===== src/rtl/tcpw_pkg.sv =====
// Shared constants for the timer, capture and PWM core
package tcpw_pkg;
  // Register byte addresses
  localparam logic [7:0] TSC_ADDR  = 8'h00;
  localparam logic [7:0] CNTH_ADDR = 8'h01;
  localparam logic [7:0] CNTL_ADDR = 8'h02;
  localparam logic [7:0] MODH_ADDR = 8'h03;
  localparam logic [7:0] MODL_ADDR = 8'h04;
  localparam logic [7:0] CH_BASE   = 8'h05;
  localparam logic [7:0] CH_STRIDE = 8'h03;
  // Offsets inside one channel block
  localparam logic [7:0] CSC_OFS   = 8'h00;
  localparam logic [7:0] VH_OFS    = 8'h01;
  localparam logic [7:0] VL_OFS    = 8'h02;
  // Timer status/control fields
  localparam int TOF_BIT   = 7;
  localparam int OVERFLOW_IRQ_ENABLE_BIT  = 6;
  localparam int CENTER_PWM_SELECT_BIT = 5;
  localparam int CKS_LSB   = 3;
  localparam int PS_LSB    = 0;
  // Channel status/control fields
  localparam int CHF_BIT   = 7;
  localparam int CHIE_BIT  = 6;
  localparam int MS_LSB    = 4;
  localparam int ELS_LSB   = 2;
  // Reset values and counter maximum
  localparam logic [7:0]  CSC_RST = 8'h00;
  localparam logic [15:0] CNT_RST = 16'h0000;
  localparam logic [15:0] MOD_RST = 16'h0000;
  localparam logic [15:0] VAL_RST = 16'h0000;
  localparam logic [15:0] CNT_MAX = 16'hffff;
  // Counter clock source choices
  typedef enum logic [1:0] {
    CKS_OFF = 2'b00,
    CKS_BUS = 2'b01,
    CKS_FIX = 2'b10,
    CKS_EXT = 2'b11
  } tcpw_cks_t;
endpackage


===== src/rtl/tcpw_core.sv =====
// Timer core: main counter, capture, compare and PWM channels
//
// Contract
// - Edge/level select 00 releases the channel pin from timer use.
// - Capture mode: 01 rising, 10 falling, 11 either edge.
// - Compare mode: match toggles for 01, clears for 10, sets for 11.
// - Edge PWM: 10 high-true cleared on compare, X1 low-true set.
// - Center PWM: 10 clears on up compare, X1 sets on up compare.
// - Reset clears both bytes of every channel value register.
// - Capture reads latch both bytes until the other byte is read.
// - Channel status/control write resets read and write coherency.
// - Value register writes are ignored in capture mode.
// - Halt freezes read latches; halt reads return live contents.
// - Compare/PWM writes buffer; clock off transfers on second byte.
// - Compare mode with clock loads buffer at next counter change.
// - PWM with clock loads buffer on step modulo minus one to modulo.
// - Halt writes go straight to active value, buffer left untouched.
// - One shared 16-bit counter with clock source, prescaler, modulo.
// - Center select makes all channels center PWM, counter up/down.
// - Clock select: 00 off, 01 bus, 10 fixed, 11 external.
// - Clock select resets to 00; stopping keeps counter unchanged.
// - External clock from a pin is synchronised; max bus rate/4.
// - Overflow request is static: flag and enable both set.
// - Up count wraps at terminal to 0000 and sets overflow flag.
// - Center mode sets overflow flag on turning down at modulo.
`timescale 1ns/1ns
module tcpw_core #(
  parameter int NCH     = 2,
  parameter int FIX_DIV = 2,
  parameter int EXT_CH  = 0
) (
  input  wire logic             sys_clk,
  input  wire logic             rst,
  input  wire logic [7:0]       addr,
  input  wire logic [7:0]       wdata,
  input  wire logic             wr,
  input  wire logic             rd,
  output logic      [7:0]       rdata,
  input  wire logic             debug_halt,
  input  wire logic [NCH-1:0]   ch_pin,
  output logic      [NCH-1:0]   ch_out,
  output logic      [NCH-1:0]   ch_oe,
  output logic                  overflow_irq
);

  localparam int FDW = (FIX_DIV > 1) ? $clog2(FIX_DIV) : 1;

  // Byte address of one channel register
  function automatic logic [7:0] ch_addr(input int n,
                                         input logic [7:0] ofs);
    ch_addr = 8'(int'(tcpw_pkg::CH_BASE)
                 + int'(tcpw_pkg::CH_STRIDE) * n + int'(ofs));
  endfunction

  logic                tof_reg;
  logic                overflow_irq_enable_reg;
  logic                center_pwm_select_reg;
  tcpw_pkg::tcpw_cks_t cks_reg;
  logic [2:0]          ps_reg;
  logic [15:0]         cnt_reg;
  logic [15:0]         mod_reg;
  logic                dir_reg;
  logic                tick_q_reg;
  logic [6:0]          pre_reg;
  logic [FDW-1:0]      fix_reg;
  logic                ext_s1_reg;
  logic                ext_s2_reg;
  logic                ext_s3_reg;
  logic [NCH-1:0]      pin_q_reg;
  logic [7:0]          csc_reg  [NCH];
  logic [NCH-1:0]      chf_reg;
  logic [15:0]         val_reg  [NCH];
  logic [15:0]         wbuf_reg [NCH];
  logic [NCH-1:0]      whd_reg;
  logic [NCH-1:0]      wld_reg;
  logic [NCH-1:0]      pend_reg;
  logic [15:0]         rbuf_reg [NCH];
  logic [NCH-1:0]      rlat_reg;
  logic [NCH-1:0]      rfirst_reg;

  logic [15:0]    term;
  logic           src_tick;
  logic           fix_tick;
  logic           ext_rise;
  logic [6:0]     pmask;
  logic           cnt_tick;
  logic           cnt_wr;
  logic           tof_set;
  logic [NCH-1:0] cap_m;
  logic [NCH-1:0] cmp_m;
  logic [NCH-1:0] edge_pwm_m;
  logic [NCH-1:0] cap_ev;
  logic [NCH-1:0] match;
  logic [NCH-1:0] csc_wr;
  logic [NCH-1:0] vwh;
  logic [NCH-1:0] vwl;
  logic [NCH-1:0] vrd;
  logic [NCH-1:0] load_ok;
  logic [15:0]    wnew [NCH];
  logic [7:0]     rd_mux;

  // Terminal count: modulo, or free running when modulo is zero
  assign term = (mod_reg == 16'h0000) ? tcpw_pkg::CNT_MAX : mod_reg;
  assign cnt_wr = wr && (addr == tcpw_pkg::CNTH_ADDR ||
                         addr == tcpw_pkg::CNTL_ADDR);

  // Fixed clock divider
  always_ff @(posedge sys_clk) begin
    if (rst || fix_tick) begin
      fix_reg <= '0;
    end else begin
      fix_reg <= fix_reg + 1'b1;
    end
  end
  assign fix_tick = (fix_reg == FDW'(FIX_DIV - 1));

  // External clock synchroniser
  always_ff @(posedge sys_clk) begin
    if (rst) begin
      ext_s1_reg <= 1'b0;
      ext_s2_reg <= 1'b0;
      ext_s3_reg <= 1'b0;
    end else begin
      ext_s1_reg <= ch_pin[EXT_CH];
      ext_s2_reg <= ext_s1_reg;
      ext_s3_reg <= ext_s2_reg;
    end
  end
  assign ext_rise = ext_s2_reg && !ext_s3_reg;

  // Clock source select and prescaler output
  always_comb begin
    unique case (cks_reg)
      tcpw_pkg::CKS_OFF: src_tick = 1'b0;
      tcpw_pkg::CKS_BUS: src_tick = 1'b1;
      tcpw_pkg::CKS_FIX: src_tick = fix_tick;
      tcpw_pkg::CKS_EXT: src_tick = ext_rise;
    endcase
  end
  assign pmask    = 7'((8'h01 << ps_reg) - 8'h01);
  assign cnt_tick = src_tick && !debug_halt &&
                    ((pre_reg | ~pmask) == 7'h7f);

  // Prescaler counter
  always_ff @(posedge sys_clk) begin
    if (rst || cnt_wr) begin
      pre_reg <= 7'h00;
    end else if (src_tick && !debug_halt) begin
      pre_reg <= pre_reg + 7'h01;
    end
  end

  // Timer status/control and modulo registers
  always_ff @(posedge sys_clk) begin
    if (rst) begin
      overflow_irq_enable_reg  <= 1'b0;
      center_pwm_select_reg <= 1'b0;
      cks_reg   <= tcpw_pkg::CKS_OFF;
      ps_reg    <= 3'h0;
      mod_reg   <= tcpw_pkg::MOD_RST;
    end else if (wr) begin
      if (addr == tcpw_pkg::TSC_ADDR) begin
        overflow_irq_enable_reg  <= wdata[tcpw_pkg::OVERFLOW_IRQ_ENABLE_BIT];
        center_pwm_select_reg <= wdata[tcpw_pkg::CENTER_PWM_SELECT_BIT];
        cks_reg   <= tcpw_pkg::tcpw_cks_t'(
                       wdata[tcpw_pkg::CKS_LSB +: 2]);
        ps_reg    <= wdata[tcpw_pkg::PS_LSB +: 3];
      end
      if (addr == tcpw_pkg::MODH_ADDR) begin
        mod_reg[15:8] <= wdata;
      end
      if (addr == tcpw_pkg::MODL_ADDR) begin
        mod_reg[7:0] <= wdata;
      end
    end
  end

  // Main counter, up or up/down; holds while no clock is selected
  always_ff @(posedge sys_clk) begin
    if (rst || cnt_wr) begin
      cnt_reg <= tcpw_pkg::CNT_RST;
      dir_reg <= 1'b1;
    end else if (cnt_tick) begin
      if (!center_pwm_select_reg) begin
        dir_reg <= 1'b1;
        cnt_reg <= (cnt_reg == term) ? 16'h0000 : cnt_reg + 16'h0001;
      end else if (dir_reg) begin
        if (cnt_reg == term) begin
          dir_reg <= 1'b0;
          cnt_reg <= cnt_reg - 16'h0001;
        end else begin
          cnt_reg <= cnt_reg + 16'h0001;
        end
      end else if (cnt_reg == 16'h0000) begin
        dir_reg <= 1'b1;
        cnt_reg <= 16'h0001;
      end else begin
        cnt_reg <= cnt_reg - 16'h0001;
      end
    end
  end

  // Overflow at terminal count, going up in either mode
  assign tof_set = cnt_tick && (cnt_reg == term) &&
                   (dir_reg || !center_pwm_select_reg);

  // Overflow flag: set wins over a software clear
  always_ff @(posedge sys_clk) begin
    if (rst) begin
      tof_reg <= 1'b0;
    end else if (tof_set) begin
      tof_reg <= 1'b1;
    end else if (wr && addr == tcpw_pkg::TSC_ADDR &&
                 !wdata[tcpw_pkg::TOF_BIT]) begin
      tof_reg <= 1'b0;
    end
  end

  // Static overflow request
  always_ff @(posedge sys_clk) begin
    if (rst) begin
      overflow_irq <= 1'b0;
    end else begin
      overflow_irq <= tof_reg && overflow_irq_enable_reg;
    end
  end

  // Counter change marker and pin history
  always_ff @(posedge sys_clk) begin
    if (rst) begin
      tick_q_reg <= 1'b0;
      pin_q_reg  <= '0;
    end else begin
      tick_q_reg <= cnt_tick;
      pin_q_reg  <= ch_pin;
    end
  end

  // Channel mode decode, events and write merge
  always_comb begin
    for (int n = 0; n < NCH; n++) begin
      cap_m[n]  = !center_pwm_select_reg && csc_reg[n][5:4] == 2'b00 &&
                  csc_reg[n][3:2] != 2'b00;
      cmp_m[n]  = !center_pwm_select_reg && csc_reg[n][5:4] == 2'b01;
      edge_pwm_m[n] = !center_pwm_select_reg && csc_reg[n][5];
      cap_ev[n] = cap_m[n] &&
                  ((csc_reg[n][2] && ch_pin[n] && !pin_q_reg[n]) ||
                   (csc_reg[n][3] && !ch_pin[n] && pin_q_reg[n]));
      match[n]  = tick_q_reg && (cnt_reg == val_reg[n]);
      csc_wr[n] = wr && addr == ch_addr(n, tcpw_pkg::CSC_OFS);
      vwh[n]    = wr && addr == ch_addr(n, tcpw_pkg::VH_OFS);
      vwl[n]    = wr && addr == ch_addr(n, tcpw_pkg::VL_OFS);
      vrd[n]    = rd && (addr == ch_addr(n, tcpw_pkg::VH_OFS) ||
                         addr == ch_addr(n, tcpw_pkg::VL_OFS));
      wnew[n]   = {vwh[n] ? wdata : wbuf_reg[n][15:8],
                   vwl[n] ? wdata : wbuf_reg[n][7:0]};
      load_ok[n] = cmp_m[n] ? cnt_tick
                 : (cnt_tick && dir_reg &&
                    cnt_reg == term - 16'h0001);
    end
  end

  // Channel status/control and channel flags
  always_ff @(posedge sys_clk) begin
    for (int n = 0; n < NCH; n++) begin
      if (rst) begin
        csc_reg[n] <= tcpw_pkg::CSC_RST;
        chf_reg[n] <= 1'b0;
      end else begin
        if (csc_wr[n]) begin
          csc_reg[n] <= {1'b0, wdata[6:2], 2'b00};
        end
        if (cap_ev[n] || (match[n] && !cap_m[n])) begin
          chf_reg[n] <= 1'b1;
        end else if (csc_wr[n] && !wdata[tcpw_pkg::CHF_BIT]) begin
          chf_reg[n] <= 1'b0;
        end
      end
    end
  end

  // Channel value, write buffer and transfer
  always_ff @(posedge sys_clk) begin
    for (int n = 0; n < NCH; n++) begin
      if (rst) begin
        val_reg[n]  <= tcpw_pkg::VAL_RST;
        wbuf_reg[n] <= tcpw_pkg::VAL_RST;
        whd_reg[n]  <= 1'b0;
        wld_reg[n]  <= 1'b0;
        pend_reg[n] <= 1'b0;
      end else begin
        if (cap_ev[n]) begin
          val_reg[n] <= cnt_reg;
        end else if (cap_m[n]) begin
          val_reg[n] <= val_reg[n];
        end else if (debug_halt) begin
          if (vwh[n]) begin
            val_reg[n][15:8] <= wdata;
          end
          if (vwl[n]) begin
            val_reg[n][7:0] <= wdata;
          end
        end else begin
          if (pend_reg[n] && load_ok[n]) begin
            val_reg[n]  <= wbuf_reg[n];
            pend_reg[n] <= 1'b0;
          end
          if (vwh[n] || vwl[n]) begin
            wbuf_reg[n] <= wnew[n];
            whd_reg[n]  <= whd_reg[n] || vwh[n];
            wld_reg[n]  <= wld_reg[n] || vwl[n];
            if ((whd_reg[n] || vwh[n]) && (wld_reg[n] || vwl[n])) begin
              whd_reg[n] <= 1'b0;
              wld_reg[n] <= 1'b0;
              if (cks_reg == tcpw_pkg::CKS_OFF) begin
                val_reg[n] <= wnew[n];
              end else begin
                pend_reg[n] <= 1'b1;
              end
            end
          end
        end
        if (csc_wr[n]) begin
          whd_reg[n] <= 1'b0;
          wld_reg[n] <= 1'b0;
        end
      end
    end
  end

  // Capture read coherency latches
  always_ff @(posedge sys_clk) begin
    for (int n = 0; n < NCH; n++) begin
      if (rst) begin
        rlat_reg[n]   <= 1'b0;
        rfirst_reg[n] <= 1'b0;
        rbuf_reg[n]   <= tcpw_pkg::VAL_RST;
      end else if (csc_wr[n]) begin
        rlat_reg[n] <= 1'b0;
      end else if (vrd[n] && cap_m[n] && !debug_halt) begin
        if (!rlat_reg[n]) begin
          rlat_reg[n]   <= 1'b1;
          rfirst_reg[n] <= (addr == ch_addr(n, tcpw_pkg::VL_OFS));
          rbuf_reg[n]   <= val_reg[n];
        end else if ((addr == ch_addr(n, tcpw_pkg::VL_OFS))
                     != rfirst_reg[n]) begin
          rlat_reg[n] <= 1'b0;
        end
      end
    end
  end

  // Pin drive and output level per mode
  always_ff @(posedge sys_clk) begin
    for (int n = 0; n < NCH; n++) begin
      if (rst) begin
        ch_oe[n]  <= 1'b0;
        ch_out[n] <= 1'b0;
      end else begin
        ch_oe[n] <= csc_reg[n][3:2] != 2'b00 && !cap_m[n];
        if (cmp_m[n] && match[n]) begin
          unique case (csc_reg[n][3:2])
            2'b01:   ch_out[n] <= !ch_out[n];
            2'b10:   ch_out[n] <= 1'b0;
            2'b11:   ch_out[n] <= 1'b1;
            default: ch_out[n] <= ch_out[n];
          endcase
        end else if (edge_pwm_m[n] && tick_q_reg) begin
          if (cnt_reg == val_reg[n]) begin
            ch_out[n] <= csc_reg[n][2];
          end else if (cnt_reg == 16'h0000) begin
            ch_out[n] <= !csc_reg[n][2];
          end
        end else if (center_pwm_select_reg && tick_q_reg) begin
          if (val_reg[n] == 16'h0000 || val_reg[n][15]) begin
            ch_out[n] <= csc_reg[n][2];
          end else if (cnt_reg == val_reg[n]) begin
            ch_out[n] <= dir_reg ? csc_reg[n][2] : !csc_reg[n][2];
          end
        end
      end
    end
  end

  // Read data multiplexer
  always_comb begin
    rd_mux = 8'h00;
    unique case (addr)
      tcpw_pkg::TSC_ADDR:  rd_mux = {tof_reg, overflow_irq_enable_reg, center_pwm_select_reg,
                                     cks_reg, ps_reg};
      tcpw_pkg::CNTH_ADDR: rd_mux = cnt_reg[15:8];
      tcpw_pkg::CNTL_ADDR: rd_mux = cnt_reg[7:0];
      tcpw_pkg::MODH_ADDR: rd_mux = mod_reg[15:8];
      tcpw_pkg::MODL_ADDR: rd_mux = mod_reg[7:0];
      default:             rd_mux = 8'h00;
    endcase
    for (int n = 0; n < NCH; n++) begin
      if (addr == ch_addr(n, tcpw_pkg::CSC_OFS)) begin
        rd_mux = {chf_reg[n], csc_reg[n][6:0]};
      end
      if (addr == ch_addr(n, tcpw_pkg::VH_OFS)) begin
        rd_mux = (cap_m[n] && rlat_reg[n] && !debug_halt)
               ? rbuf_reg[n][15:8] : val_reg[n][15:8];
      end
      if (addr == ch_addr(n, tcpw_pkg::VL_OFS)) begin
        rd_mux = (cap_m[n] && rlat_reg[n] && !debug_halt)
               ? rbuf_reg[n][7:0] : val_reg[n][7:0];
      end
    end
  end

  // Read data stands one cycle after the strobe only
  always_ff @(posedge sys_clk) begin
    if (rst) begin
      rdata <= 8'h00;
    end else begin
      rdata <= rd ? rd_mux : 8'h00;
    end
  end
endmodule


===== config.mk =====
export PLATFORM = sky130hd
export DESIGN_NAME = tcpw_core
export DESIGN_NICKNAME = d
export VERILOG_FILES = /design/src/rtl/tcpw_pkg.sv /design/src/rtl/tcpw_core.sv
export SDC_FILE = /design/constraint.sdc
export NUM_CORES = 1
export LEC_CHECK = 0
export BUFFER_PORTS_ARGS = -buffer_cell sky130_fd_sc_hd__buf_4
export CORE_MARGIN = 2
export CORE_UTILIZATION = 45
export CTS_CLUSTER_DIAMETER = 60
export CTS_CLUSTER_SIZE = 12
export DETAILED_ROUTE_END_ITERATION = 7
export PLACE_DENSITY_LB_ADDON = 0.12
export SLEW_MARGIN = 20
export SYNTH_ARGS = -nofsm -noshare
export SYNTH_HDL_FRONTEND = slang
export SYNTH_SLANG_ARGS = --single-unit

===== constraint.sdc =====
create_clock -name sys_clk -period 12.4 [get_ports sys_clk]
set_input_delay 0.62 -clock sys_clk [delete_from_list [all_inputs] [get_ports sys_clk]]
set_output_delay 0.62 -clock sys_clk [all_outputs]
set_load 0.05 [all_outputs]

==> summary.txt <==
Timing
  – Min cycle time layout: between 5 and 6 ns
  – Fmax: between 150 and 200 MHz
  – Slew headroom: 0.339
  – Worst Max-Slew Pin Slew: 0.986 ns
  – RSZ-0062 raised after global routing: no
  – Final hold vios: 0
  – Final setup vio count: 0
  – Skew final: approximately 0.017 ns
  – Max-slew violation count: 0
  – Final Cycle Share: 0.431
  – Setup tns final: 0 ns

Clock network
  – CTS Buf Count: 17
  – Clk sinks: 185
  – CTS max path bufs: 2
  – Clk pin slew, worst setup/hold paths: 0.08 ns
  – CTS tree: done
  – CTS root buf: clkbuf_16
  – Worst-Skew Late Latency: 0.45 ns
  – Setup Fix Bufs, Post-CTS: 0
  – # resized after CTS: 0
  – Cts hold-fix bufs: 0
  – H-tree depth: 4

Floorplan
  – # IOs: 36
  – Initial core utilization: 0.461
  – Die Span Y: 165 um
  – Die area: 27,200 sq um
  – Rows: 58
  – Core area: 25,300 sq um
  – Die W: 165 um

Global route
  – Pin count of the biggest net entering global routing: 61
  – Gr usage total: 0.300
  – Vias in the first global route: 9,578
  – Initial antenna violation count: 0
  – Global-route wire length before repair: 60.1 mm
  – Total gr overflow: 0

Drt
  – Drt drc: 0
  – Avg WL per Cell: about 24 um
  – Antenna Nets Post-Route: 0
  – 1st-pass router iterations: 6
  – First-iteration detailed-routing DRC count: 1,175
  – Vias per Instance: 6.31
  – Via count: 10.4k
  – Detailed Route WL: 39.7 mm

Run
  – Max Cap Violations: 0

Logic synthesis
  – Post-synthesis xor/xnor area fraction: 0.0495
  – Post-synthesis sequential element count: 185
  – Post-synthesis sequential area ratio: 0.408
  – Ys async rst share: 0
  – Adder-cell share of the synthesized area: 0.00965
  – Yosys warnings: 0
  – Syn Inst Count: 1,322
  – Syn nets: 1,354
  – Library cells used by synthesis: 85
  – Largest family of logic cells by synthesized area: simple AND/OR/NAND/NOR gates
  – Post-synth EDFFs: 106
  – Top FF cell, synth: edfxtp_1
  – Mean Syn Cell Area: 8.83 sq um
  – Synth top area share: 0.273
  – Most frequent cells after synthesis: 147 x nand2_1, 110 x nor2_1, 106 x edfxtp_1, 96 x a21oi_1, 84 x clkbuf_1
  – Post-Syn Area: 11,700 sq um
  – Cell taking the most area after synthesis: edfxtp_1
  – Synth top area cells: edfxtp_1 27%, dfxtp_1 14%, nand2_1 4.7%
  – Mux contribution to synthesized area: 0.0590
  – Top-count cell post-synth: nand2_1
  – Post-synthesis simple-gate area fraction: 0.248
  – Compound-gate portion of the synthesized area: 0.181

Placement
  – Placed cell count: ~1.6k
  – DP HPWL: roughly 27 mm
  – Gpl congestion: approximately 0.95
  – I/O Buffers: 35

Power and ir drop
  – Cell Pwr Density: 105 nW/um^2
  – P_leak: 4.90 nW
  – Worst vdd ir: 83.2 uV

Status
  – Status: finished, final reports clean

Setup path
  – Worst Path Arrival: 5.45 ns
  – Delay-heaviest family, CP: simple AND/OR/NAND/NOR gates
  – R2r worst-path depth: 13
  – CP peak stage delay: 0.83 ns
  – Slowest stage cell, crit path: a21oi_1
  – Max FO, Critical Path: 18
  – Crit-path cells: nor4_2 -> and4_1 -> nor2_1 -> ha_1 -> or3b_2 -> or3_1 -> o21ai_0 -> a2111oi_0 -> and4_4 -> nand3_1 -> a21oi_1 -> nor2_1 -> nand3_1
  – CP Capture Type: flop
  – Critical Path RT: approximately 13 ns
  – Worst path depth: 13
  – Crit path kind: flop to flop
  – Startpoint types: flop
  – Crit path buf inv count: 0

Finish
  – Final core occ: 0.504
  – Layout net count: 1,330
  – # diodes: 0
  – Final Instance Count excl. Fillers: 1,641
  – Layout fillers: approximately 2.5k
  – Layout cell share with drive strength beyond 1: 0.112
  – Layout area overhead: 9.35%

Min path
  – Hold path depth: 2
  – Hold Path Class: input pin to flop
-- per-layer routing --
layer  part of all wire  vias up  track usage
met2               0.43      500        0.442
met5                  0        -            0
li1                   -     4822            -
met1               0.45     4964        0.442
met3              0.093       64       0.0585
met4              0.029        0       0.0960
-- worst reg2reg max path: stages, from the launching register on --
cell	delay (ns)
dfxtp_1	0.47
nor4_2	0.77
and4_1	0.75
nor2_1	0.09
ha_1	0.26
or3b_2	0.24
or3_1	0.14
o21ai_0	0.08
a2111oi_0	0.42
and4_4	0.31
nand3_1	0.19
a21oi_1	0.83
nor2_1	0.12
nand3_1	0.34
-- worst paths after layout --
kind / start / endpoint / slack [ns]
max: mod_reg[4]$_SDFFE_PP0P_ / val_reg[0][15]$_DFFE_PP_ / 7.05
min: ch_pin[1] / pin_q_reg[1]$_SDFF_PP0_ / 0.40
max reg2reg: mod_reg[4]$_SDFFE_PP0P_ / val_reg[0][15]$_DFFE_PP_ / 7.05
min reg2reg: fix_reg$_SDFF_PP0_ / fix_reg$_SDFF_PP0_ / 0.42
-- final cells by class --
cell class              instances  area (sq um)  area share
clock buffers                  17           425      0.0333
clock inverters                15           191      0.0150
inverters                      23          86.3     0.00676
multi-input cells            1008          6410       0.502
flip-flops and latches        185          4760       0.373
well taps                     330           413      0.0324
repair buffers                 63           473      0.0371
-- layout by cell type, fill, tap and decap left out, types with 39 or more instances in the layout --
cell type  count
a21oi_1       95
buf_4         63
nand3_1       39
edfxtp_1     106
o21ai_0       62
nor2_1       110
dfxtp_1       79
nor3_1        45
mux2i_1       44
nand2_1      147
-- through the flow --
stage,total power [W],hold WS [ns],instance area (sq um),setup slack [ns]
global placement,0.000763,0.404,12100,7.28
finish,0.00133,0.398,12800,7.05
CTS,0.00134,0.392,12800,7.11
floorplan,0.000729,0.393,11700,8.21
global route,0.00137,0.409,12800,6.47
detailed placement,0.000763,0.412,12100,7.15
-- power breakdown --
group	internal (W)	total (W)	switching, W
logic	0.0000221	0.0000738	0.0000518
clock network	0.000293	0.000584	0.000291
registers	0.000662	0.000677	0.0000147
-- cell families after synthesis --
kind of cell    after synthesis
compound gates              318
xor+xnor                     66
fa+ha+maj                     9
buf+inv                     129
flops                       185
mux                          56
simple gates                559
Power figures use the tool's default switching activity.
